--- config.mk ---
export PLATFORM = sky130hd
export DESIGN_NAME = completion_coalescer
export DESIGN_NICKNAME = d
export VERILOG_FILES = /design/src/common/coalesce_pkg.sv /design/src/design/completion_coalescer.sv /design/src/design/vector_aggregator.sv
export SDC_FILE = /design/constraint.sdc
export NUM_CORES = 1
export LEC_CHECK = 0
export ABC_AREA = 1
export ABC_CLOCK_PERIOD_IN_PS = 4600
export BUFFER_PORTS_ARGS = -buffer_cell sky130_fd_sc_hd__buf_4
export CAP_MARGIN = 30
export CORE_MARGIN = 1.5
export CORE_UTILIZATION = 40
export CTS_BUF_LIST = sky130_fd_sc_hd__clkbuf_8
export DETAILED_ROUTE_END_ITERATION = 10
export PLACE_DENSITY_LB_ADDON = 0.12
export SYNTH_ARGS = -nofsm -noshare
export SYNTH_HDL_FRONTEND = slang
export SYNTH_SLANG_ARGS = --single-unit
--- constraint.sdc ---
create_clock -name clk_sys -period 4.6 [get_ports clk_sys]
set_input_delay 1.15 -clock clk_sys [delete_from_list [all_inputs] [get_ports clk_sys]]
set_output_delay 1.15 -clock clk_sys [all_outputs]
set_load 0.02 [all_outputs]
--- src/common/coalesce_pkg.sv ---
package coalesce_pkg;
    localparam int NUM_VEC = 8;
    localparam int VEC_W = 3;
    localparam logic [7:0] FID_COALESCE = 8'h08;
    localparam logic [7:0] FID_VECTOR_CFG = 8'h09;
    localparam logic [7:0] FID_EVENT_CFG = 8'h0b;
    localparam int TIME_LSB = 8;
    localparam int THRESH_LSB = 0;
    localparam int VEC_FLD_LSB = 0;
    localparam int OFF_FLAG_BIT = 16;
    localparam int MASK_LSB = 0;
    localparam logic [7:0] TIME_RESET = 8'h00;
    localparam logic [7:0] THRESH_RESET = 8'h00;
    localparam logic [7:0] MASK_RESET = 8'h00;
    localparam int CLK_MHZ = 25;
    localparam int TIME_UNIT_US = 100;
    localparam int TICK_CYCLES = TIME_UNIT_US * CLK_MHZ;
    localparam logic [11:0] TICK_LAST = 12'(TICK_CYCLES - 1);
    // apb map
    localparam logic [11:0] ADDR_CMD = 12'h000;
    localparam logic [11:0] ADDR_DW11 = 12'h004;
    localparam logic [11:0] ADDR_RESULT = 12'h008;
    localparam logic [11:0] ADDR_STATUS = 12'h00c;
    localparam logic [11:0] ADDR_WARN = 12'h010;
    localparam int CMD_GO_BIT = 8;
    localparam int CMD_SET_BIT = 9;

    typedef struct packed {
        logic valid;
        logic admin;
        logic error;
        logic [VEC_W-1:0] vector;
    } completion_t;

    typedef struct packed {
        logic valid;
        logic [VEC_W-1:0] vector;
    } doorbell_t;
endpackage

--- src/design/completion_coalescer.sv ---
`timescale 1ns/1ps
module completion_coalescer (
    input wire logic clk_sys,
    input wire logic reset,
    input wire logic psel,
    input wire logic penable,
    input wire logic pwrite,
    input wire logic [11:0] paddr,
    input wire logic [31:0] pwdata,
    output logic [31:0] prdata,
    output logic pready,
    output logic pslverr,
    input wire coalesce_pkg::completion_t completion,
    input wire coalesce_pkg::doorbell_t doorbell,
    input wire logic [7:0] critical_warning,
    output logic [coalesce_pkg::NUM_VEC-1:0] vector_irq,
    output logic admin_irq,
    output logic async_event,
    output logic [7:0] async_event_bits,
    output logic admin_done
);
    import coalesce_pkg::*;

    logic [7:0] agg_time_q;
    logic [7:0] thresh_q;
    logic [7:0] mask_q;
    logic [NUM_VEC-1:0] off_q;
    logic [31:0] dw11_q;
    logic [7:0] fid_q;
    logic [31:0] result_q;
    logic bad_fid_q;
    logic [11:0] tick_cnt_q;
    logic tick_q;
    logic [7:0] warn_s1_q;
    logic [7:0] warn_s2_q;
    logic [7:0] warn_s3_q;
    logic [7:0] warn_prev_q;
    logic [NUM_VEC-1:0] fire;

    logic wr;
    logic rd;
    logic cmd_go;
    logic cmd_set;
    logic [7:0] cmd_fid;
    logic fid_coal;
    logic fid_vec;
    logic fid_evt;
    logic fid_ok;
    logic [VEC_W-1:0] sel_vec;
    logic vec_in_range;
    logic [7:0] warn_rise;
    logic [7:0] warn_stable;
    logic [31:0] get_word;
    logic [31:0] read_mux;
    logic addr_ok;

    function automatic logic is_fid(input logic [7:0] f, input logic [7:0] id);
        return f == id;
    endfunction

    assign wr = psel && penable && pwrite;
    assign rd = psel && penable && !pwrite;
    assign cmd_go = wr && paddr == ADDR_CMD && pwdata[CMD_GO_BIT];
    assign cmd_set = pwdata[CMD_SET_BIT];
    assign cmd_fid = pwdata[7:0];
    assign fid_coal = is_fid(cmd_fid, FID_COALESCE);
    assign fid_vec = is_fid(cmd_fid, FID_VECTOR_CFG);
    assign fid_evt = is_fid(cmd_fid, FID_EVENT_CFG);
    assign fid_ok = fid_coal || fid_vec || fid_evt;
    assign sel_vec = dw11_q[VEC_FLD_LSB +: VEC_W];
    assign vec_in_range = dw11_q[15:VEC_W] == '0;

    // get words carry only defined fields, reserved positions zero
    assign get_word = fid_coal ? {16'h0000, agg_time_q, thresh_q} :
                      fid_vec ? {15'h0000, off_q[sel_vec], dw11_q[15:0]} :
                      fid_evt ? {24'h000000, mask_q} : 32'h0000_0000;

    assign addr_ok = paddr == ADDR_CMD || paddr == ADDR_DW11 || paddr == ADDR_RESULT ||
                     paddr == ADDR_STATUS || paddr == ADDR_WARN;
    assign read_mux = paddr == ADDR_CMD ? {24'h000000, fid_q} :
                      paddr == ADDR_DW11 ? dw11_q :
                      paddr == ADDR_RESULT ? result_q :
                      paddr == ADDR_STATUS ? {23'h000000, bad_fid_q, fire} :
                      paddr == ADDR_WARN ? {24'h000000, warn_prev_q} : 32'h0000_0000;

    always_ff @(posedge clk_sys)
    begin
        if (reset)
        begin
            pready <= 1'b0;
            pslverr <= 1'b0;
            prdata <= 32'h0000_0000;
        end
        else
        begin
            pready <= psel && !pready;
            pslverr <= psel && !pready && !addr_ok;
            prdata <= read_mux;
        end
    end

    logic acc;
    assign acc = psel && penable && pready;

    always_ff @(posedge clk_sys)
    begin
        if (reset)
            dw11_q <= 32'h0000_0000;
        else if (acc && pwrite && paddr == ADDR_DW11)
            dw11_q <= pwdata;
    end

    // feature settings and command completion
    always_ff @(posedge clk_sys)
    begin
        if (reset)
        begin
            agg_time_q <= TIME_RESET;
            thresh_q <= THRESH_RESET;
            mask_q <= MASK_RESET;
            off_q <= '0;
            fid_q <= 8'h00;
            result_q <= 32'h0000_0000;
            bad_fid_q <= 1'b0;
            admin_done <= 1'b0;
        end
        else
        begin
            admin_done <= acc && cmd_go;
            if (acc && cmd_go)
            begin
                fid_q <= cmd_fid;
                bad_fid_q <= !fid_ok;
                result_q <= cmd_set ? 32'h0000_0000 : get_word;
                if (cmd_set && fid_coal)
                begin
                    agg_time_q <= dw11_q[TIME_LSB +: 8];
                    thresh_q <= dw11_q[THRESH_LSB +: 8];
                end
                if (cmd_set && fid_vec && vec_in_range)
                    off_q[sel_vec] <= dw11_q[OFF_FLAG_BIT];
                if (cmd_set && fid_evt)
                    mask_q <= dw11_q[MASK_LSB +: 8];
            end
        end
    end

    // one shared 100us tick serves all vectors
    always_ff @(posedge clk_sys)
    begin
        if (reset || tick_cnt_q == TICK_LAST)
            tick_cnt_q <= 12'h000;
        else
            tick_cnt_q <= tick_cnt_q + 12'h001;
    end

    always_ff @(posedge clk_sys)
    begin
        if (reset)
            tick_q <= 1'b0;
        else
            tick_q <= tick_cnt_q == TICK_LAST;
    end

    genvar v;
    generate
        for (v = 0; v < NUM_VEC; v++)
        begin : g_vec
            logic post_v;
            logic ring_v;
            assign post_v = completion.valid && !completion.admin && completion.vector == VEC_W'(v);
            assign ring_v = doorbell.valid && doorbell.vector == VEC_W'(v);
            vector_aggregator u_agg (
                .clk_sys(clk_sys),
                .reset(reset),
                .tick(tick_q),
                .post(post_v),
                .urgent(completion.error),
                .restart(ring_v && !post_v),
                .off_flag(off_q[v]),
                .agg_time(agg_time_q),
                .entry_count_trigger(thresh_q),
                .fire(fire[v])
            );
        end
    endgenerate

    assign vector_irq = fire;

    // admin queue bypasses aggregation entirely
    always_ff @(posedge clk_sys)
    begin
        if (reset)
            admin_irq <= 1'b0;
        else
            admin_irq <= completion.valid && completion.admin;
    end

    // warning inputs come from another domain
    always_ff @(posedge clk_sys)
    begin
        if (reset)
        begin
            warn_s1_q <= 8'h00;
            warn_s2_q <= 8'h00;
            warn_s3_q <= 8'h00;
        end
        else
        begin
            warn_s1_q <= critical_warning;
            warn_s2_q <= warn_s1_q;
            warn_s3_q <= warn_s2_q;
        end
    end

    assign warn_stable = (warn_s2_q & warn_s3_q) | (warn_prev_q & (warn_s2_q | warn_s3_q));
    assign warn_rise = warn_stable & ~warn_prev_q;

    always_ff @(posedge clk_sys)
    begin
        if (reset)
        begin
            warn_prev_q <= 8'h00;
            async_event <= 1'b0;
            async_event_bits <= 8'h00;
        end
        else
        begin
            warn_prev_q <= warn_stable;
            async_event <= |(warn_rise & mask_q);
            async_event_bits <= warn_rise & mask_q;
        end
    end

    a_admin_direct: assert property (@(posedge clk_sys) disable iff (reset)
        completion.valid && completion.admin |=> admin_irq) else $error("admin interrupt delayed");
    a_urgent_fires: assert property (@(posedge clk_sys) disable iff (reset)
        completion.valid && !completion.admin && completion.error |=> vector_irq[$past(completion.vector)])
        else $error("error completion held back");
    a_set_done: assert property (@(posedge clk_sys) disable iff (reset)
        acc && cmd_go |=> admin_done) else $error("no completion after command");
    a_set_result: assert property (@(posedge clk_sys) disable iff (reset)
        acc && cmd_go && cmd_set |=> result_q == 32'h0000_0000) else $error("set left a result word");
    a_bad_fid: assert property (@(posedge clk_sys) disable iff (reset)
        acc && cmd_go && !fid_ok |=> bad_fid_q && result_q == 32'h0000_0000)
        else $error("unknown feature not flagged");
    a_mask_block: assert property (@(posedge clk_sys) disable iff (reset)
        async_event |-> |($past(mask_q) & async_event_bits)) else $error("masked event sent");
    a_no_mask_event: assert property (@(posedge clk_sys) disable iff (reset)
        mask_q == 8'h00 |=> !async_event) else $error("event sent with empty mask");
    a_set_mask: assert property (@(posedge clk_sys) disable iff (reset)
        acc && cmd_go && cmd_set && fid_evt |=> mask_q == $past(dw11_q[7:0]))
        else $error("event mask set failed");
    a_get_mask: assert property (@(posedge clk_sys) disable iff (reset)
        acc && cmd_go && !cmd_set && fid_evt |=> result_q[31:8] == 24'h000000 && result_q[7:0] == mask_q)
        else $error("event mask readback wrong");
    a_coal_readback: assert property (@(posedge clk_sys) disable iff (reset)
        acc && cmd_go && !cmd_set && fid_coal |=> result_q == {16'h0000, agg_time_q, thresh_q})
        else $error("coalescing readback wrong");
    a_set_coal: assert property (@(posedge clk_sys) disable iff (reset)
        acc && cmd_go && cmd_set && fid_coal |=> agg_time_q == $past(dw11_q[15:8]) && thresh_q == $past(dw11_q[7:0]))
        else $error("coalescing set failed");
    a_set_vec: assert property (@(posedge clk_sys) disable iff (reset)
        acc && cmd_go && cmd_set && fid_vec && vec_in_range |=> off_q[$past(sel_vec)] == $past(dw11_q[OFF_FLAG_BIT]))
        else $error("vector flag set failed");
    a_vec_range: assert property (@(posedge clk_sys) disable iff (reset)
        acc && cmd_go && cmd_set && fid_vec && !vec_in_range |=> $stable(off_q))
        else $error("out of range vector changed a flag");
    a_get_vec: assert property (@(posedge clk_sys) disable iff (reset)
        acc && cmd_go && !cmd_set && fid_vec |=> result_q[31:17] == 15'h0000 && result_q[16] == off_q[$past(sel_vec)])
        else $error("vector readback wrong");
    a_tick_single: assert property (@(posedge clk_sys) disable iff (reset)
        tick_q |=> !tick_q) else $error("tick longer than one cycle");
    a_pready_two: assert property (@(posedge clk_sys) disable iff (reset)
        psel && !penable |=> ##[0:1] pready) else $error("apb answer late");
    c_vec_irq: cover property (@(posedge clk_sys) disable iff (reset) |vector_irq);
    c_event: cover property (@(posedge clk_sys) disable iff (reset) async_event);
    c_set_vec: cover property (@(posedge clk_sys) disable iff (reset) acc && cmd_go && cmd_set && fid_vec);
    c_timer_fire: cover property (@(posedge clk_sys) disable iff (reset) tick_q ##1 |vector_irq);
    c_bad_fid: cover property (@(posedge clk_sys) disable iff (reset) acc && cmd_go && !fid_ok);
endmodule // completion_coalescer

--- src/design/vector_aggregator.sv ---
`timescale 1ns/1ps
module vector_aggregator (
    input wire logic clk_sys,
    input wire logic reset,
    input wire logic tick,
    input wire logic post,
    input wire logic urgent,
    input wire logic restart,
    input wire logic off_flag,
    input wire logic [7:0] agg_time,
    input wire logic [7:0] entry_count_trigger,
    output logic fire
);
    import coalesce_pkg::*;
    logic [8:0] count_q;
    logic [7:0] age_q;
    logic pending;
    logic count_hit;
    logic time_hit;
    logic fire_now;

    assign pending = count_q != 9'h000;
    assign count_hit = (count_q + 9'(post)) >= ({1'b0, entry_count_trigger} + 9'h001);
    // zero time means the timer never forces nor holds
    assign time_hit = pending && agg_time != 8'h00 && tick && (age_q + 8'h01 >= agg_time);
    assign fire_now = (post && (urgent || off_flag)) || ((post || pending) && (count_hit || time_hit));

    always_ff @(posedge clk_sys)
    begin
        if (reset || fire_now || restart)
        begin
            count_q <= 9'h000;
            age_q <= 8'h00;
        end
        else
        begin
            if (post)
                count_q <= count_q + 9'h001;
            if (pending && tick)
                age_q <= age_q + 8'h01;
        end
    end

    always_ff @(posedge clk_sys)
    begin
        if (reset)
            fire <= 1'b0;
        else
            fire <= fire_now;
    end

    a_bypass_fires: assert property (@(posedge clk_sys) disable iff (reset)
        post && off_flag |=> fire) else $error("disabled vector did not fire");
    a_count_fires: assert property (@(posedge clk_sys) disable iff (reset)
        post && !restart && count_q == {1'b0, entry_count_trigger} |=> fire) else $error("threshold missed");
    a_no_early: assert property (@(posedge clk_sys) disable iff (reset)
        post && !urgent && !off_flag && !tick && count_q + 9'h001 < {1'b0, entry_count_trigger} + 9'h001
        |=> !fire) else $error("fired early");
endmodule // vector_aggregator

* After elaboration in Yosys (flattened, before gate mapping) *
Index checks and enable logic that the tools add are counted.

storage, ports and cells
  bits in registers = 339
  input bits = 67
  output and inout port bits = 53
  logic and storage cells = 307

cells by class
  $add $sub $neg = 26
  order comparisons = 18
  equality and inequality tests = 22
  multiplexer cells = 14
  bitwise logic cells = 7
  reductions and logical operators = 174

operators by type and width
  kind                   number
  $logic_and 1x1->1      89
  $add 9x1->9            8
  $add 9x1->9 const B    8
  $ge 9x9->1             8
  $reduce_bool 9->1      8
  $add 8x1->8 const B    8
  $ge 8x8->1             8
  $mux 32                2
  $logic_or 1x1->1       55
  $mux 17                3
  $and 8x8->8            4
  $eq 12x4->1 const B    2
  $eq 3x3->1 const B     8
  $eq 8x4->1 const B     3
  $mux 8                 3
  $or 8x8->8             2
  $logic_not 13->1       1
  $add 12x1->12 const B  1
  $eq 12x12->1 const B   1
  $eq 12x3->1 const B    1
  $eq 12x5->1 const B    1
  $eq 3x2->1 const B     4
  $logic_not 1->1        12
  $logic_not 12->1       1
  15 further kinds       20

* Depth between registers and ports, before layout *
  word-level depth = 10
  gate-level depth with buffers = 23
  mapped depth without buffers = 22

* Modules after synthesis *
A second synthesis with hierarchy kept.

second synthesis, totals
  cells, all modules = 2999
  area total of the unflattened synthesis = 21331.7 µm²

modules (own cells, without submodules)
  module                times used  cells each  area an instance (µm²)  seq. area each (µm²)
  vector_aggregator     8           251         1761.7                  360.3
  completion_coalescer  1           991         7238.2                  3603.5

* Worst setup path before layout *
Ideal clock, no wire load.

  path type = input -> register
  start point = input port completion[5] (netlist bit)
  end point = register g_vec[4].u_agg.age_q[3]
  library setup time = 0.064 ns
  arrival time = 3.624 ns
  data required time = 4.536 ns
  setup slack = 0.912 ns
  cell stages on the path = 21
  path buffers = 2
  cells stage by stage = inv_1 > nor2_4 > nand2_1 > nor2_2 > buf_4 > ha_1 > ha_1 > nand2_1 > nor2_1 > nand2_1 > xor2_1 > ha_1 > a21o_1 > nor2_1 > nand3_1 > nor2_1 > nand2_1 > nand2_1 > nand2_2 > buf_6 > nor2_1

on the way
  cells in the longest elaborated chain, start to end = 9
  elaborated cells between the ends (all ways) = 13
  classes of those cells = add/sub: 1; order compare: 1; reduce/logical: 11

RTL lines
  item                               line                         text
  start: declaration                 completion_coalescer.sv:13   input wire coalesce_pkg::completion_t completion,
  $logic_and 1x1->1 * (2 in series)  completion_coalescer.sv:171  assign post_v = completion.valid && !completion.admin && completion.vector == VEC_W'(v);
  net g_vec[4].post_v                completion_coalescer.sv:169  logic post_v;
  $add 9x1->9                        vector_aggregator.sv:23      assign count_hit = (count_q + 9'(post)) >= ({1'b0, entry_count_trigger} + 9'h001);
  $ge 9x9->1                         vector_aggregator.sv:23
  $logic_or 1x1->1                   vector_aggregator.sv:26      assign fire_now = (post && (urgent || off_flag)) || ((post || pending) && (count_hit || time_hit));
  $logic_and 1x1->1                  vector_aggregator.sv:26
  $logic_or 1x1->1                   vector_aggregator.sv:26
  $logic_or 1x1->1                   vector_aggregator.sv:30      if (reset || fire_now || restart)
  $logic_or 1x1->1 *                 vector_aggregator.sv:30
  end signal: assignment             vector_aggregator.sv:40      age_q <= age_q + 8'h01;
  end: declaration                   vector_aggregator.sv:16      logic [7:0] age_q;

Mark *: on every way through the listed nets, which the timed path passes. The rest lies on a longest branch.
A chain may end at the register's enable or synchronous reset.

* Worst setup path in the final report *
  start point = input port completion[0] (netlist bit)
  end point = register g_vec[0].u_agg.age_q[1]

on the way
  cells in the longest elaborated chain, start to end = 9
  elaborated cells between the ends (all ways) = 13
  classes of those cells = add/sub: 1; order compare: 1; reduce/logical: 11

RTL lines
  item                    line
  $logic_not 3->1 *       completion_coalescer.sv:171
  $logic_and 1x1->1 *     completion_coalescer.sv:171
  net g_vec[0].post_v     completion_coalescer.sv:169
  $add 9x1->9             vector_aggregator.sv:23
  $ge 9x9->1              vector_aggregator.sv:23
  $logic_or 1x1->1        vector_aggregator.sv:26
  $logic_and 1x1->1       vector_aggregator.sv:26
  $logic_or 1x1->1        vector_aggregator.sv:26
  $logic_or 1x1->1        vector_aggregator.sv:30
  $logic_or 1x1->1 *      vector_aggregator.sv:30
  end signal: assignment  vector_aggregator.sv:40
  end: declaration        vector_aggregator.sv:16

Marked as above.

==> results.toml <==
[timing]
timing.fmax_mhz = 273
setup-violations-final = 0
slew_violations = 0
timing.clock.skew_ps = 22.6
hold_violations = 0
worst-slew-pin-transition_ps = 938
max-slew-margin-rel = 0.372
final.period_utilization = 0.797
unrepaired_setup_endpoints_after_global_routing = "no"
final.min_clock_period_ps = 3660
final.setup.tns_ps = 0

[drt]
routedWlPerCell_um = 15.0
drt_iter0_markers = 991
drtPass1Iterations = 5
number_of_remaining_drc_errors = 0
remaining_antenna_violation_count = 0
via_count = 17100
routed_wl_mm = 52.4
via_per_inst = 4.90

[floorplan]
fp.coreArea_um2 = 47700
dieWidth_um = 223
initial_core_util = 0.406
floorplan.die_area_um2 = 49800
floorplan.die.height_um = 223
floorplan.rows = 80
ioPinCount = 120

[placement]
post_dp_hpwl_mm = 38.6
gp_congestion = 0.880
io_buffers = 119

[cts]
tritoncts = "yes"
cts.htree.levels = 2
cts_repair_resize_count = 0
hold_buffers = 0
worst_skew_pair.late_latency_ps = 680
cts.repair_timing.setup_buffer_count = 0
number_of_clock_buffers_inserted_by_tritoncts = 57
cts-root-buf = "sky130_fd_sc_hd__clkbuf_8"
cts.clk_slew.worst_paths_ps = 60
tritoncts_sinks = 324
clockBufferDepth = 3

[synthesis]
yosys_register_bits = 324
syn_inst = 2720
sequential_cell_area_fraction_in_the_yosys_report = 0.335
synth_area_leader_cell = "sky130_fd_sc_hd__dfxtp_1"
synth.cell_area_um2 = 19400
syn_avg_cell_area_um2 = 7.13
netlist-cell-type-count = 55
synth_largest_type_area_fraction = 0.335
synth_warnings = 0
synth_nets = 2965
synthTopCellsByArea = "sky130_fd_sc_hd__dfxtp_1, sky130_fd_sc_hd__ha_1, sky130_fd_sc_hd__nor2_1, sky130_fd_sc_hd__nand2_1, sky130_fd_sc_hd__inv_1"

[cells_and_area]
design.final.nets = 3073
nFillCells = 4883
most_common_cell_after_layout_fill_and_taps_aside = "sky130_fd_sc_hd__nor2_1"
syn_to_final_growth_pct = 12.9
layout-drive-gt1-share = 0.106
finalCoreUtilization = 0.459
mostFrequentLayoutCells = "sky130_fd_sc_hd__nor2_1, sky130_fd_sc_hd__nand2_1, sky130_fd_sc_hd__inv_1, sky130_fd_sc_hd__dfxtp_1, sky130_fd_sc_hd__ha_1"

[global_routing]
grt_pass1_wl_mm = 84.2
grt_max_degree = 66
first_global_vias = 16100
track_usage = 0.212
antenna_found_initial = 1
grt-ovfl-total = 0

[run_status]
run_status = "finished, final reports clean"

[worst_setup_path]
timing_worst_setup_path_type = "in2reg"
timing.critical_path.arrival_ps = 4260
critPathBufInv = 2
worst-path-max-fanout = 17
setup.worst_path.end_class = "register"
critPathTopFamily = "simple AND/OR/NAND/NOR gates"
timing.critical_path.slowest_stage_cell = "sky130_fd_sc_hd__nor2_1"
setup.worst_path.start_class = "input pin"
crit_path_max_incr_delay_ps = 310
path_cells = "buf_4 -> nor2_1 -> inv_1 -> nor2_1 -> ha_1 -> ha_1 -> nand2_1 -> nor2_1 -> a31oi_1 -> a31oi_1 -> ha_1 -> a21oi_1 -> nor2_1 -> nor2_1 -> nand2_1 -> a21oi_1 -> nand2_1 -> nand2_1 -> nand2_2 -> nor2_1"
cp.required_ps = 5200
critPathMostFrequentCell = "sky130_fd_sc_hd__nor2_1"

[power_and_ir_drop]
vdd_ir_drop_max_mv = 0.228
power.static_leakage_nw = 10.2
power-per-cell-area_nw_per_um2 = 268
p_total_mw = 5.86

[run]
cap_viol_max_count = 0

[worst_hold_path]
min_delay_path_class = "reg2reg"
[power breakdown]
part           internal [mW]  switching (mW)
logic                 0.0792           0.148
registers               2.82         0.00925
clock network           1.52            1.27
total                   4.42            1.43
[cells in the mapped netlist (all sizes together)]
cell type	n
a211oi	23
a21boi	5
a21o	9
a21oi	146
a31oi	13
and2	1
buf	52
clkbuf	33
clkinv	3
dfxtp	324
ha	178
inv	391
mux2	1
nand2	479
nand3	116
nand3b	13
nand4	58
nor2	531
nor3	55
nor3b	3
nor4	2
o2111ai	1
o211ai	7
o21a	4
o21ai	86
o21bai	1
o22ai	7
o31ai	12
or2	8
xnor2	21
xor2	137
[stage by stage]
step,area (um2),setup slack [ps],instances,hold WS [ps]
floorplan,19400,912,2720,388
global placement,20700,385,3384,389
detailed placement,20700,271,3384,395
CTS,21900,976,3489,404
global route,21900,646,3490,410
finish,21900,935,3490,398
[final timing paths]
check | start | to | slack, ps | cells after the start
setup reg to reg | thresh_q[1] | g_vec[0].u_agg.age_q[1] | 1330 | 15
hold / removal | warn_s1_q[1] | warn_s2_q[1] | 400 | 2
hold reg to reg | warn_s1_q[1] | warn_s2_q[1] | 400 | 2
setup / recovery | completion[0] | g_vec[0].u_agg.age_q[1] | 940 | 20
[logic make-up after synthesis]
family	after synthesis	synth area share
multiplexers	1	0.000581
adder cells (fa/ha/maj)	178	0.115
AO/OA/AOI/OAI	314	0.0922
AND/OR/NAND/NOR	1266	0.283
flip-flops	324	0.335
buffers and inverters	479	0.104
XOR/XNOR	158	0.0714
[worst register-to-register path, cell delays in order, from the launching register on]
cell and delay, ps:
sky130_fd_sc_hd__dfxtp_1 390, sky130_fd_sc_hd__ha_1 240, sky130_fd_sc_hd__nand3_1 150, sky130_fd_sc_hd__nand3b_1 250, sky130_fd_sc_hd__xor2_2 590, sky130_fd_sc_hd__buf_4 290, sky130_fd_sc_hd__ha_1 250, sky130_fd_sc_hd__a21oi_1 130
sky130_fd_sc_hd__nor2_1 50, sky130_fd_sc_hd__nor2_1 100, sky130_fd_sc_hd__nand2_1 60, sky130_fd_sc_hd__a21oi_1 110, sky130_fd_sc_hd__nand2_1 60, sky130_fd_sc_hd__nand2_1 110, sky130_fd_sc_hd__nand2_2 260, sky130_fd_sc_hd__nor2_1 180
[flip-flops by register name, summed over array words and instances, names as in the netlist, 12 cells and up]
name	flops
g_vec.u_agg.count_q	72
g_vec.u_agg.age_q	64
tick_cnt_q	12
result_q	17
prdata	32
dw11_q	32
[layer usage]
layer	up-vias	GRT usage	part of all wire	wire, um
met5	-	0	0	0
li1	8868	-	-	-
met3	96	0.0313	0.047	2470
met1	7806	0.270	0.46	23900
met2	335	0.360	0.47	24400
met4	0	0.0814	0.031	1650
[final cells by class]
cell class,count,area (um2),area share
diodes,1,2.50,0.000114
clock buffers,72,991,0.0453
clock inverters,33,211,0.00966
inverters,394,1490,0.0680
multi-input cells,1917,10900,0.500
flip-flops and latches,324,6490,0.296
well taps,615,769,0.0351
repair buffers,134,1010,0.0460
Power figures use the tool's default switching activity.
